**config.mk**
```make
export PLATFORM = sky130hd
export DESIGN_NAME = auto_scan_channel_select
export DESIGN_NICKNAME = d
export VERILOG_FILES = /design/src/verilog/scan_sel_pkg.sv /design/src/verilog/auto_scan_channel_select.sv /design/src/verilog/scan_average_round.sv
export SDC_FILE = /design/constraint.sdc
export NUM_CORES = 2
export LEC_CHECK = 0
export ABC_AREA = 1
export BUFFER_PORTS_ARGS = -buffer_cell sky130_fd_sc_hd__clkbuf_2
export CORE_MARGIN = 3
export CORE_UTILIZATION = 35
export CTS_BUF_LIST = sky130_fd_sc_hd__clkbuf_4 sky130_fd_sc_hd__clkbuf_8
export CTS_CLUSTER_DIAMETER = 50
export CTS_CLUSTER_SIZE = 30
export DETAILED_ROUTE_END_ITERATION = 12
export GPL_TIMING_DRIVEN = 0
export PLACE_DENSITY = 0.51
export RECOVER_POWER = 50
export SLEW_MARGIN = 40
export SYNTH_ARGS = -nofsm -noshare
export SYNTH_HDL_FRONTEND = slang
export SYNTH_SLANG_ARGS = --single-unit
export TNS_END_PERCENT = 1
```
**constraint.sdc**
```tcl
create_clock -name hclk -period 7.51 [get_ports hclk]
set_clock_uncertainty 0.2 [all_clocks]
set_input_delay 0.751 -clock hclk [delete_from_list [all_inputs] [get_ports hclk]]
set_output_delay 0.751 -clock hclk [all_outputs]
set_load 0.005 [all_outputs]
```
**src/verilog/scan_sel_pkg.sv**
```systemverilog
// constants and carrier types of the automatic scan channel selector
// assumes one 40 MHz bus clock; the converter and the period timer sit outside
package scan_sel_pkg;

    // register indices; byte address is four times the index
    localparam logic [7:0]  REG_IDX_PERIOD   = 8'h32;
    localparam logic [7:0]  REG_IDX_CHAN     = 8'h33;
    localparam logic [7:0]  REG_IDX_OSMPL    = 8'h37;
    localparam logic [7:0]  REG_IDX_SETTLE   = 8'h38;
    localparam logic [7:0]  REG_IDX_STATUS   = 8'h39;

    // values after reset
    localparam logic [3:0]  PERIOD_RESET     = 4'h0;
    localparam logic [31:0] CHAN_RESET       = 32'h0000_0000;
    localparam logic [7:0]  OSMPL_RESET      = 8'h00;
    localparam logic [15:0] SETTLE_RESET     = 16'h0000;

    // writable bits of the channel select register
    localparam logic [31:0] CHAN_WR_MASK     = 32'hFFFF_FF84;

    // field positions
    localparam int          CHAN_CELL_LSB    = 16;
    localparam int          CHAN_AUX_LSB     = 8;
    localparam int          CHAN_DTEMP_BIT   = 7;
    localparam int          CHAN_REF_BIT     = 2;
    localparam int          OSMPL_ORDER_BIT  = 7;
    localparam int          OSMPL_HPER_LSB   = 5;
    localparam int          OSMPL_GPER_LSB   = 3;
    localparam int          SETTLE_AUX_LSB   = 8;

    // channel numbering of the scan sequence
    localparam logic [4:0]  CH_CELL_FIRST    = 5'h00;
    localparam logic [4:0]  CH_CELL_LAST     = 5'h0F;
    localparam logic [4:0]  CH_AUX_FIRST     = 5'h10;
    localparam logic [4:0]  CH_AUX_LAST      = 5'h17;
    localparam logic [4:0]  CH_DTEMP         = 5'h18;
    localparam logic [4:0]  CH_REF           = 5'h19;
    localparam logic [4:0]  CH_REF_GND       = 5'h1A;
    localparam logic [4:0]  CH_NONE          = 5'h1F;
    localparam int          NUM_CH           = 27;

    localparam logic [2:0]  OVS_MAX_CODE     = 3'h5;
    localparam int          ACC_W            = 21;

    typedef enum logic [1:0] {
        TM_CELL_SETTLE  = 2'h0,
        TM_AUX_SETTLE   = 2'h1,
        TM_ANALOG_AVG   = 2'h2,
        TM_DIGITAL_AVG  = 2'h3
    } timing_sel_t;

    typedef enum logic [3:0] {
        ST_IDLE    = 4'b0001,
        ST_ISSUE   = 4'b0010,
        ST_WAIT    = 4'b0100,
        ST_ADVANCE = 4'b1000
    } scan_state_t;

    typedef struct packed {
        logic [4:0]  channel;
        timing_sel_t timing;
        logic [7:0]  period_code;
    } conv_req_t;

    typedef struct packed {
        logic [4:0]  channel;
        logic [15:0] data;
    } result_t;

endpackage
```
**src/verilog/auto_scan_channel_select.sv**
```systemverilog
// automatic scan channel selector: registers on AHB-Lite, scan sequencer,
// conversion requests to the converter and averaged results back out
// assumes the converter answers each request with one conv_done pulse and the
// scan period timer outside raises scan_tick once per period
//
// Operation
// - scan converts each cell whose mask bit is set; bit 0 is cell 1
// - scan converts each auxiliary input whose mask bit is set; bit 0 is aux 0
// - digital die temperature joins the scan only when its select bit is 1
// - reserved channel-select bits read zero; software writes them as zero
// - reference check adds reference voltage and reference ground to the sequence
// - reference voltage is sampled first, then its ground
// - averaging order bit affects only cell and auxiliary averaging
// - same-channel mode takes all oversamples of a channel before moving on
// - same-channel: a cell or aux input's first sample uses settling period, later ones averaging period
// - cycling mode samples each cell or aux input once per pass, repeating passes
// - cycling mode finishes cells before aux, aux before everything else
// - cycling mode uses cell settling for cells, aux settling for aux
// - analog-side period times reference voltage and reference ground
// - with order bit 0, analog-side period also times cell averaging
// - period code 0 stops scanning; any period write restarts the timer, a nonzero code also the scan
// - codes 0..5 give 1..32 samples; results convergent-rounded to 16 bits
// - digital-side period times digital temperature, and aux averaging when order is 0
`timescale 1ns/100ps
module auto_scan_channel_select
    import scan_sel_pkg::*;
(
    input  wire logic        hclk,
    input  wire logic        hresetn,
    input  wire logic        ce,
    input  wire logic        hsel,
    input  wire logic [31:0] haddr,
    input  wire logic [1:0]  htrans,
    input  wire logic        hwrite,
    input  wire logic [2:0]  hsize,
    input  wire logic [31:0] hwdata,
    input  wire logic        hready,
    output logic [31:0]      hrdata,
    output logic             hreadyout,
    output logic             hresp,
    input  wire logic        scan_tick,
    output logic             period_restart,
    output logic             conv_valid,
    output conv_req_t        conv_req,
    input  wire logic        conv_done,
    input  wire logic [15:0] conv_data,
    output logic             result_valid,
    output result_t          result
);

    typedef struct packed {
        logic              wr_pend;
        logic [7:0]        wr_idx;
        logic [31:0]       rdata;
        logic              ready;
        logic [3:0]        period;
        logic [31:0]       chan;
        logic [7:0]        osmpl;
        logic [15:0]       settle;
        logic              start_pend;
        logic              restart;
        scan_state_t       state;
        logic [NUM_CH-1:0] snap_mask;
        logic              snap_order;
        logic [2:0]        snap_ovs;
        logic [1:0]        snap_hper;
        logic [1:0]        snap_gper;
        logic [15:0]       snap_settle;
        logic [4:0]        ch;
        logic [4:0]        idx;
        logic              cur_first;
        logic              cur_last;
        logic              req_valid;
        conv_req_t         req;
        logic [15:0]       scans_done;
    } scan_st_t;

    scan_st_t st_ff;
    scan_st_t nxt_st;

    // lowest selected channel in [from, hi], or none
    function automatic logic [4:0] next_sel(input logic [NUM_CH-1:0] m,
                                            input logic [4:0] from,
                                            input logic [4:0] hi);
        logic [4:0] r;
        r = CH_NONE;
        for (int i = NUM_CH - 1; i >= 0; i--) begin
            if (5'(i) >= from && 5'(i) <= hi && m[i]) begin
                r = 5'(i);
            end
        end
        return r;
    endfunction

    function automatic logic [4:0] group_lo(input logic [4:0] c);
        return (c <= CH_CELL_LAST) ? CH_CELL_FIRST :
               (c <= CH_AUX_LAST)  ? CH_AUX_FIRST  : CH_DTEMP;
    endfunction

    function automatic logic [4:0] group_hi(input logic [4:0] c);
        return (c <= CH_CELL_LAST) ? CH_CELL_LAST :
               (c <= CH_AUX_LAST)  ? CH_AUX_LAST  : CH_REF_GND;
    endfunction

    // conversion timing for one sample
    function automatic conv_req_t make_req(input logic [4:0] c,
                                           input logic first,
                                           input logic order,
                                           input logic [1:0] hper,
                                           input logic [1:0] gper,
                                           input logic [15:0] settle);
        conv_req_t r;
        r.channel = c;
        if (c <= CH_CELL_LAST) begin
            if (order || first) begin
                r.timing      = TM_CELL_SETTLE;
                r.period_code = settle[7:0];
            end else begin
                r.timing      = TM_ANALOG_AVG;
                r.period_code = {6'h0, hper};
            end
        end else if (c <= CH_AUX_LAST) begin
            if (order || first) begin
                r.timing      = TM_AUX_SETTLE;
                r.period_code = settle[SETTLE_AUX_LSB +: 8];
            end else begin
                r.timing      = TM_DIGITAL_AVG;
                r.period_code = {6'h0, gper};
            end
        end else if (c == CH_DTEMP) begin
            r.timing      = TM_DIGITAL_AVG;
            r.period_code = {6'h0, gper};
        end else begin
            r.timing      = TM_ANALOG_AVG;
            r.period_code = {6'h0, hper};
        end
        return r;
    endfunction

    logic       addr_ok;
    logic [7:0] addr_idx;
    logic [4:0] last_idx;

    assign addr_ok  = (haddr[31:10] == 22'h0) && (haddr[1:0] == 2'h0);
    assign addr_idx = haddr[9:2];
    assign last_idx = 5'((6'h1 << st_ff.snap_ovs) - 6'h1);

    always_comb begin
        logic       cyc;
        logic [4:0] nx;
        logic [2:0] ovs;
        cyc    = 1'b0;
        nx     = CH_NONE;
        ovs    = '0;
        nxt_st = st_ff;
        nxt_st.restart   = 1'b0;
        nxt_st.req_valid = 1'b0;
        nxt_st.ready     = 1'b1;

        // bus data phase of a write
        if (st_ff.wr_pend) begin
            nxt_st.wr_pend = 1'b0;
            case (st_ff.wr_idx)
                REG_IDX_PERIOD: begin
                    nxt_st.period  = hwdata[3:0];
                    nxt_st.restart = 1'b1;
                    if (hwdata[3:0] != 4'h0) begin
                        nxt_st.start_pend = 1'b1;
                    end
                end
                REG_IDX_CHAN:   nxt_st.chan   = hwdata & CHAN_WR_MASK;
                REG_IDX_OSMPL:  nxt_st.osmpl  = hwdata[7:0];
                REG_IDX_SETTLE: nxt_st.settle = hwdata[15:0];
                default: ;
            endcase
        end

        // bus address phase
        if (hsel && htrans[1] && hready) begin
            nxt_st.wr_pend = hwrite && addr_ok;
            nxt_st.wr_idx  = addr_idx;
            nxt_st.rdata   = 32'h0;
            if (!hwrite && addr_ok) begin
                case (addr_idx)
                    REG_IDX_PERIOD: nxt_st.rdata = {28'h0, nxt_st.period};
                    REG_IDX_CHAN:   nxt_st.rdata = nxt_st.chan;
                    REG_IDX_OSMPL:  nxt_st.rdata = {24'h0, nxt_st.osmpl};
                    REG_IDX_SETTLE: nxt_st.rdata = {16'h0, nxt_st.settle};
                    REG_IDX_STATUS: nxt_st.rdata = {st_ff.scans_done, 3'h0,
                                                    st_ff.ch, 4'h0, st_ff.state};
                    default:        nxt_st.rdata = 32'h0;
                endcase
            end
        end

        if (scan_tick) begin
            nxt_st.start_pend = 1'b1;
        end

        case (st_ff.state)
            ST_IDLE: begin
                if (st_ff.start_pend && st_ff.period != 4'h0) begin
                    // settings are frozen here so writes touch only the next scan
                    ovs = (st_ff.osmpl[2:0] > OVS_MAX_CODE) ? OVS_MAX_CODE
                                                            : st_ff.osmpl[2:0];
                    nxt_st.snap_mask   = {st_ff.chan[CHAN_REF_BIT],
                                          st_ff.chan[CHAN_REF_BIT],
                                          st_ff.chan[CHAN_DTEMP_BIT],
                                          st_ff.chan[CHAN_AUX_LSB +: 8],
                                          st_ff.chan[CHAN_CELL_LSB +: 16]};
                    nxt_st.snap_order  = st_ff.osmpl[OSMPL_ORDER_BIT];
                    nxt_st.snap_ovs    = ovs;
                    nxt_st.snap_hper   = st_ff.osmpl[OSMPL_HPER_LSB +: 2];
                    nxt_st.snap_gper   = st_ff.osmpl[OSMPL_GPER_LSB +: 2];
                    nxt_st.snap_settle = st_ff.settle;
                    // a tick or a nonzero period write landing now stays pending
                    nxt_st.start_pend  = scan_tick ||
                                         (st_ff.wr_pend && st_ff.wr_idx == REG_IDX_PERIOD
                                          && hwdata[3:0] != 4'h0);
                    nxt_st.idx         = 5'h0;
                    nxt_st.ch = next_sel(nxt_st.snap_mask, CH_CELL_FIRST, CH_REF_GND);
                    if (nxt_st.ch == CH_NONE) begin
                        nxt_st.scans_done = st_ff.scans_done + 16'h1;
                    end else begin
                        nxt_st.state = ST_ISSUE;
                    end
                end
            end
            ST_ISSUE: begin
                nxt_st.req_valid = 1'b1;
                nxt_st.cur_first = (st_ff.idx == 5'h0);
                nxt_st.cur_last  = (st_ff.idx == last_idx);
                nxt_st.req = make_req(st_ff.ch, st_ff.idx == 5'h0, st_ff.snap_order,
                                      st_ff.snap_hper, st_ff.snap_gper,
                                      st_ff.snap_settle);
                nxt_st.state = ST_WAIT;
            end
            ST_WAIT: begin
                if (conv_done) begin
                    nxt_st.state = ST_ADVANCE;
                end
            end
            ST_ADVANCE: begin
                cyc = st_ff.snap_order && (st_ff.ch <= CH_AUX_LAST);
                if (!cyc) begin
                    if (st_ff.idx != last_idx) begin
                        nxt_st.idx = st_ff.idx + 5'h1;
                        nx         = st_ff.ch;
                    end else begin
                        nxt_st.idx = 5'h0;
                        nx = next_sel(st_ff.snap_mask, st_ff.ch + 5'h1, CH_REF_GND);
                    end
                end else begin
                    nx = next_sel(st_ff.snap_mask, st_ff.ch + 5'h1,
                                  group_hi(st_ff.ch));
                    if (nx == CH_NONE) begin
                        if (st_ff.idx != last_idx) begin
                            nxt_st.idx = st_ff.idx + 5'h1;
                            nx = next_sel(st_ff.snap_mask, group_lo(st_ff.ch),
                                          group_hi(st_ff.ch));
                        end else begin
                            nxt_st.idx = 5'h0;
                            nx = next_sel(st_ff.snap_mask,
                                          group_hi(st_ff.ch) + 5'h1,
                                          CH_REF_GND);
                        end
                    end
                end
                nxt_st.ch = nx;
                if (nx == CH_NONE) begin
                    nxt_st.scans_done = st_ff.scans_done + 16'h1;
                    nxt_st.state      = ST_IDLE;
                end else begin
                    nxt_st.state = ST_ISSUE;
                end
            end
            default: nxt_st.state = ST_IDLE;
        endcase
    end

    always_ff @(posedge hclk or negedge hresetn) begin
        if (!hresetn) begin
            st_ff        <= '0;
            st_ff.ready  <= 1'b1;
            st_ff.period <= PERIOD_RESET;
            st_ff.chan   <= CHAN_RESET;
            st_ff.osmpl  <= OSMPL_RESET;
            st_ff.settle <= SETTLE_RESET;
            st_ff.state  <= ST_IDLE;
            st_ff.ch     <= CH_NONE;
        end else if (ce) begin
            st_ff <= nxt_st;
        end
    end

    scan_average_round u_avg (
        .hclk       (hclk),
        .hresetn    (hresetn),
        .ce         (ce),
        .in_valid   (conv_done && st_ff.state == ST_WAIT),
        .in_ch      (st_ff.ch),
        .in_first   (st_ff.cur_first),
        .in_last    (st_ff.cur_last),
        .in_data    (conv_data),
        .shift      (st_ff.snap_ovs),
        .out_valid  (result_valid),
        .out_result (result)
    );

    assign hrdata         = st_ff.rdata;
    assign hreadyout      = st_ff.ready;
    assign hresp          = 1'b0;
    assign period_restart = st_ff.restart;
    assign conv_valid     = st_ff.req_valid;
    assign conv_req       = st_ff.req;

endmodule // auto_scan_channel_select

```
**src/verilog/scan_average_round.sv**
```systemverilog
// per-channel oversampling accumulators with convergent rounding to 16 bits
// assumes samples arrive one per cycle at most, flagged first and last
`timescale 1ns/100ps
module scan_average_round
    import scan_sel_pkg::*;
(
    input  wire logic        hclk,
    input  wire logic        hresetn,
    input  wire logic        ce,
    input  wire logic        in_valid,
    input  wire logic [4:0]  in_ch,
    input  wire logic        in_first,
    input  wire logic        in_last,
    input  wire logic [15:0] in_data,
    input  wire logic [2:0]  shift,
    output logic             out_valid,
    output result_t          out_result
);

    typedef struct packed {
        logic [NUM_CH-1:0][ACC_W-1:0] acc;
        logic                         valid;
        result_t                      res;
    } avg_state_t;

    avg_state_t st_ff;
    avg_state_t nxt_st;

    // round half to even, saturating at full scale
    function automatic logic [15:0] conv_round(input logic [ACC_W-1:0] s,
                                               input logic [2:0] k);
        logic [ACC_W-1:0] q;
        logic [ACC_W-1:0] rem;
        logic [ACC_W-1:0] half;
        logic [ACC_W:0]   r;
        q    = s >> k;
        rem  = s & ((21'h1 << k) - 21'h1);
        half = (k == 3'h0) ? 21'h0 : (21'h1 << 3'(k - 3'h1));
        r    = {1'b0, q};
        if (k != 3'h0 && (rem > half || (rem == half && q[0]))) begin
            r = r + 22'h1;
        end
        return (r > 22'h00FFFF) ? 16'hFFFF : r[15:0];
    endfunction

    always_comb begin
        logic [ACC_W-1:0] sum;
        sum    = '0;
        nxt_st = st_ff;
        nxt_st.valid = 1'b0;
        if (in_valid && in_ch < 5'(NUM_CH)) begin
            sum = (in_first ? 21'h0 : st_ff.acc[in_ch]) + {5'h0, in_data};
            nxt_st.acc[in_ch] = sum;
            if (in_last) begin
                nxt_st.valid       = 1'b1;
                nxt_st.res.channel = in_ch;
                nxt_st.res.data    = conv_round(sum, shift);
            end
        end
    end

    always_ff @(posedge hclk or negedge hresetn) begin
        if (!hresetn) begin
            st_ff <= '0;
        end else if (ce) begin
            st_ff <= nxt_st;
        end
    end

    assign out_valid  = st_ff.valid;
    assign out_result = st_ff.res;

endmodule // scan_average_round

```
---- Word-level counts from Yosys, hierarchy flattened ----
Cells that the tools add are included.
operators by class
  eq/ne operators ......................... 26
  reduce and logical (&&, ||, !) cells .... 197
  order comparisons ....................... 116
  bitwise logic cells ..................... 1
  shift operators ......................... 4
  multiplexer cells ....................... 193
  add/subtract/negate cells ............... 9
operator list
  cell                    number
  $mux W5                 137
  $bwmux W567             1
  $logic_and A1 B1 Y1     176
  $ge A5 B5 Y1 const A    33
  $pmux W32 S5            1
  $ge A4 B5 Y1 const A    24
  $mux W22                5
  $bmux W21 S5            1
  $demux W21 S5           1
  $mux W16                6
  $mux W21                4
  $eq A8 B6 Y1 const B    9
  $mux W65                1
  $mux W32                2
  $mux W62                1
  $ge A3 B5 Y1 const A    12
  $le A5 B5 Y1 const A    11
  $shl A1 B3 Y21 const A  2
  $mux W41                1
  $le A4 B5 Y1 const A    8
  $mux W10                4
  $mux W4                 10
  $pmux W16 S2            1
  $ge A1 B5 Y1 const A    6
  52 further kinds        89
storage, ports and cells
  output and inout port bits .............. 73
  register bits after elaboration ......... 790
  input port bits ......................... 93

---- Logic depth before layout (Yosys ltp) ----
  depth after elaboration ................. 42
  depth in mapped cells ................... 51
  mapped depth without buffers ............ 47

---- By module ----
A second synthesis with hierarchy kept.
unflattened totals
  cell total of the unflattened synthesis .. 5,116
  area total of the unflattened synthesis .. 40,316.2 um^2
by module, submodules not included
  module                    cells each  instances  area an instance (um^2)  seq. area each (um^2)
  scan_average_round        3,472       1          28,416.0                 14,739.1
  auto_scan_channel_select  1,644       1          11,900.2                 5,037.3

---- Worst setup path after synthesis ----
No wires, ideal clock.
  path kind ............................... reg2reg
  start ................................... register st_ff[39] in the netlist's numbering
  end ..................................... register u_avg.st_ff (netlist bit u_avg.out_result[4])
  path buffers ............................ 8
  path slack .............................. 1.163 ns
  cell stages (with the launch flop) ...... 42
  arrival ................................. 6.034 ns
  cell sequence ........................... dfstp_2 -> inv_2 -> nand2_2 -> inv_2 -> buf_6 -> buf_6 -> buf_6 -> clkbuf_1 -> clkbuf_1 -> a22oi_1 -> o21ai_0 -> a221oi_1 -> nand2_1 -> nand2_1 -> inv_1 -> ha_1 -> fa_1 -> nand3_1 -> (+6 left out) -> clkbuf_1 -> nor2_1 -> ha_1 -> nand2_1 -> inv_1 -> nand4_1 -> or2_2 -> nand2_1 -> nor2_2 -> nand2_2 -> nand4_2 -> nor2_1 -> nand3_2 -> xor2_2 -> buf_4 -> nand4_1 -> nand2_1 -> inv_1
on the way
  longest elaborated chain between the ends .. 14
  elaborated cells between the ends (all ways) .. 20
  classes of those cells .................. add/sub: 2; order compare: 3; eq/ne: 1; shift: 1; mux: 7; bitwise: 1; reduce/logical: 5
ends and longest elaborated chain
  what                                                      line                             text
  start: declaration                                        auto_scan_channel_select.sv:78   scan_st_t st_ff;
  start signal: assignment                                  auto_scan_channel_select.sv:292  st_ff <= nxt_st;
  branches (longest 14 deep; another with $add A21 B1 Y22)  -
  end signal: assignment                                    scan_average_round.sv:66         st_ff <= nxt_st;
  end: declaration                                          scan_average_round.sv:26         avg_state_t st_ff;
Parallel ways; which one is timed is not known. The select of a mux whose other input is x is not followed.
A chain may end at the register's enable or synchronous reset.

---- Worst setup path after layout ----
  start ................................... register st_ff[40] in the netlist's numbering
  end ..................................... register u_avg.st_ff (netlist bit u_avg.out_result[12])
Same word-level chain as after synthesis.

==> key figures <==
Pwr
  • Total power: 17000 uW
  • PwrDens: roughly 360 mW/mm^2
  • Static Leakage: between 0.02 and 0.025 uW
  • Max VDD drop: 212 uV

Critical path
  • CP Class: register to register
  • Worst setup SP type: register
  • Critical Path Fanout Max: 10
  • Worst Path Arrival: approximately 7.7 ns
  • Max incr delay on CP: roughly 0.6 ns
  • Worst path required time: 8.01 ns
  • CP max-delay cell: dfstp_2
  • Crit end category: register

Placed design
  • Placer congestion estimate: just under 1
  • Post-Place Setup Slack: -2.24 ns
  • Placed cell areas: 0.0435 mm^2
  • Port buffer count: ~160
  • Detail Placement HPWL: 131000 um

Cells and area
  • Most frequent cells in the layout: nand2_1, o21ai_0, dfrtp_1, nor2_1, inv_1
  • Most common cell after layout, fill and taps aside: nand2_1
  • Final core area utilization: 0.413
  • Fillers: about 12000
  • Area growth, synth to finish: 16.4%
  • Fraction of layout cells with a size suffix above 1: 0.122
  • Design area: ~0.047 mm^2
  • Final #Nets: 5505

Global route
  • Number of global-route vias before repair: roughly 38000
  • Total gr overflow: 0
  • GRT Total Usage: 0.295
  • Pin count of the biggest net entering global routing: 67
  • Global-route wire length before repair: between 200000 and 300000 um
  • Initial antenna violation count: 8

STA
  • F_max: 0.139 GHz
  • Final setup vio count: 0
  • Worst Setup Slack, final: between 0.3 and 0.4 ns
  • Min Hold Slack: between 0.06 and 0.07 ns
  • Tcrit/Tclk final: 0.957
  • Max_slew headroom: -1.34
  • Post-layout min period: 7.19 ns
  • Least-Margin Pin Slew: approximately 3.5 ns
  • Final hold violation count: 0
  • Final Max Slew Viols: 456

Route
  • Vias/cell: 5.64
  • Initial DRC count: ~4800
  • Routed Antenna Nets: 0
  • Vias: between 30000 and 40000
  • DRC: 0
  • Final WL: 180000 um
  • Initial DRT Pass Iterations: 7
  • Post-DR wirelength/cell: 25.9 um

Clocking
  • CTS tree: built
  • H-tree levels: 3
  • Maximum root-to-sink buffer count: 3
  • TritonCTS Buffers: around 110
  • Root Buffer: clkbuf_8
  • Skew-Pair Late Insertion Delay: 0.85 ns
  • Clk slew on worst S/H paths: ~0.08 ns
  • Clock sink total: approximately 800

Synthesis
  • Mapped Area: between 0.04 and 0.05 mm^2
  • Synth unique cells: 71
  • Synth Instances: approximately 5000
  • Top FF cell, synth: dfrtp_1
  • Ys async rst share: 1.00
  • Post-synthesis sequential area ratio: 0.492
  • Flops & latches, synth: ~800
  • Synth Area per Inst: between 7 and 8 um^2
  • Warning count from the yosys run: 0
  • Post-synth EDFFs: 0

Floorplanning
  • Core Rows: between 100 and 150
  • Initial core utilization: 0.355
  • Die ar.: about 0.12 mm^2
  • Chip height: 345 um
  • # IOs: 166
  • Die width: ~350 um
  • Core area: ~0.11 mm^2

Hold path
  • Hold Crit Class: input port to register

Job
  • Max cap viols: 8

Status
  • Violated checks: max-capacitance violations, max-slew violations
  • Status: complete, but fails checks
through the flow:
| step | setup TNS, ns | instances |
|---|---|---|
| floorplan | 0 | 5053 |
| global placement | - | 6711 |
| detailed placement | -48.75 | 6730 |
| CTS | 0 | 6952 |
| global route | -0.0552 | 6959 |
| finish | 0 | 6963 |
cell usage after synthesis, drive strengths merged, types with 2 or more instances:
library cell | count | share of area
xnor2 | 3 | 0.00065
a21boi | 5 | 0.00093
o211ai | 17 | 0.0032
o21a | 6 | 0.0011
a31oi | 10 | 0.0016
nor2 | 330 | 0.032
clkinv | 6 | 0.00056
mux2i | 18 | 0.0045
o2bb2ai | 3 | 0.00065
or2 | 17 | 0.0026
nand3b | 7 | 0.0014
nand2 | 1333 | 0.13
a21oi | 121 | 0.016
o22ai | 17 | 0.0026
a41oi | 3 | 0.00065
o41ai | 2 | 0.00044
o2111ai | 14 | 0.0030
xor2 | 15 | 0.0035
dfstp | 6 | 0.0039
inv | 330 | 0.031
a221oi | 53 | 0.012
nand4 | 50 | 0.0079
nor4 | 17 | 0.0026
o21ai | 1065 | 0.13
clkbuf | 267 | 0.025
a22oi | 68 | 0.013
ha | 42 | 0.013
o32ai | 2 | 0.00044
and2 | 3 | 0.00047
o311ai | 2 | 0.00044
dfrtp | 784 | 0.49
nor3 | 39 | 0.0054
a2bb2oi | 5 | 0.0011
a22o | 41 | 0.0089
o21bai | 3 | 0.00056
a32o | 7 | 0.0017
a32oi | 7 | 0.0015
nand3 | 164 | 0.021
a211oi | 9 | 0.0018
a21o | 3 | 0.00056
nor3b | 3 | 0.00056
o221ai | 10 | 0.0022
conb | 2 | 0.00019
buf | 134 | 0.022
o31ai | 5 | 0.00093
critical path, delay by kind of cell, from the launching register on:
family,cells,cell delay [ns]
buffers and inverters,14,2.36
AND/OR/NAND/NOR,16,1.71
AO/OA/AOI/OAI,5,1.38
flip-flops,1,0.61
adder cells (fa/ha/maj),2,0.60
XOR/XNOR,1,0.22
layer usage:
metal	global-route usage	share of wire	vias to the layer above
li1	-	-	17600
met1	0.409	0.42	19500
met2	0.451	0.44	1814
met3	0.0496	0.085	384
met4	0.133	0.050	0
met5	0	0	-
power breakdown:
part           switching [uW]  internal [uW]
Sequential                357           4720
Clock                    1980           2080
Combinational            5800           2060
Total                    8130           8860
area by class of cell:
cell class / count / area (um^2) / area share
Clock buffer: 129 / 1730 / 0.0370
Tap cell: 1500 / 1880 / 0.0401
Inverter: 336 / 1290 / 0.0275
Timing Repair Buffer: 218 / 1390 / 0.0297
Clock inverter: 67 / 862 / 0.0184
Sequential cell: 790 / 19800 / 0.422
Antenna cell: 5 / 12.5 / 0.000267
Multi-Input combinational cell: 3526 / 17600 / 0.376
Buffer: 392 / 2290 / 0.0489
sequential cells by signal, indices dropped and copies added, names as in the netlist:
name	count
st_ff	152
conv_valid	1
u_avg.out_valid	1
hrdata	32
period_restart	1
u_avg.out_result	21
u_avg.st_ff	567
conv_req	15
final timing paths:
check | start | end | slack, ns | cells after the start
worst max-delay path | st_ff[40]$_DFFE_PN1P_ | u_avg.out_result[12]$_DFFE_PN0P_ | 0.32 | 38
worst min-delay path | hwdata[11] | st_ff[136]$_DFFE_PN0P_ | 0.07 | 3
worst max register to register | st_ff[40]$_DFFE_PN1P_ | u_avg.out_result[12]$_DFFE_PN0P_ | 0.32 | 38
worst min register to register | st_ff[126]$_DFFE_PN0P_ | st_ff[126]$_DFFE_PN0P_ | 0.28 | 2
max in group asynchronous | hresetn | st_ff[12]$_DFFE_PN0P_ | 0.95 | 7
min in group asynchronous | hresetn | u_avg.st_ff[25]$_DFFE_PN0P_ | 0.82 | 2
logic make-up after synthesis:
group	share of synthesized area
simple gates	0.200
compound gates	0.208
flops	0.492
buf+inv	0.0784
fa+ha+maj	0.0136
mux	0.00476
xor+xnor	0.00411
other cells	0.000187
repair_timing:
item / in CTS / in global routing
resized for setup: 128 / 57
setup buffers: 7 / 6
endpoints found under the hold margin: 164 / 0
pin swaps: 7 / 15
endpoints found under the setup margin: 155 / 16
hold buffers: 27 / 0
Power figures use the tool's default switching activity.
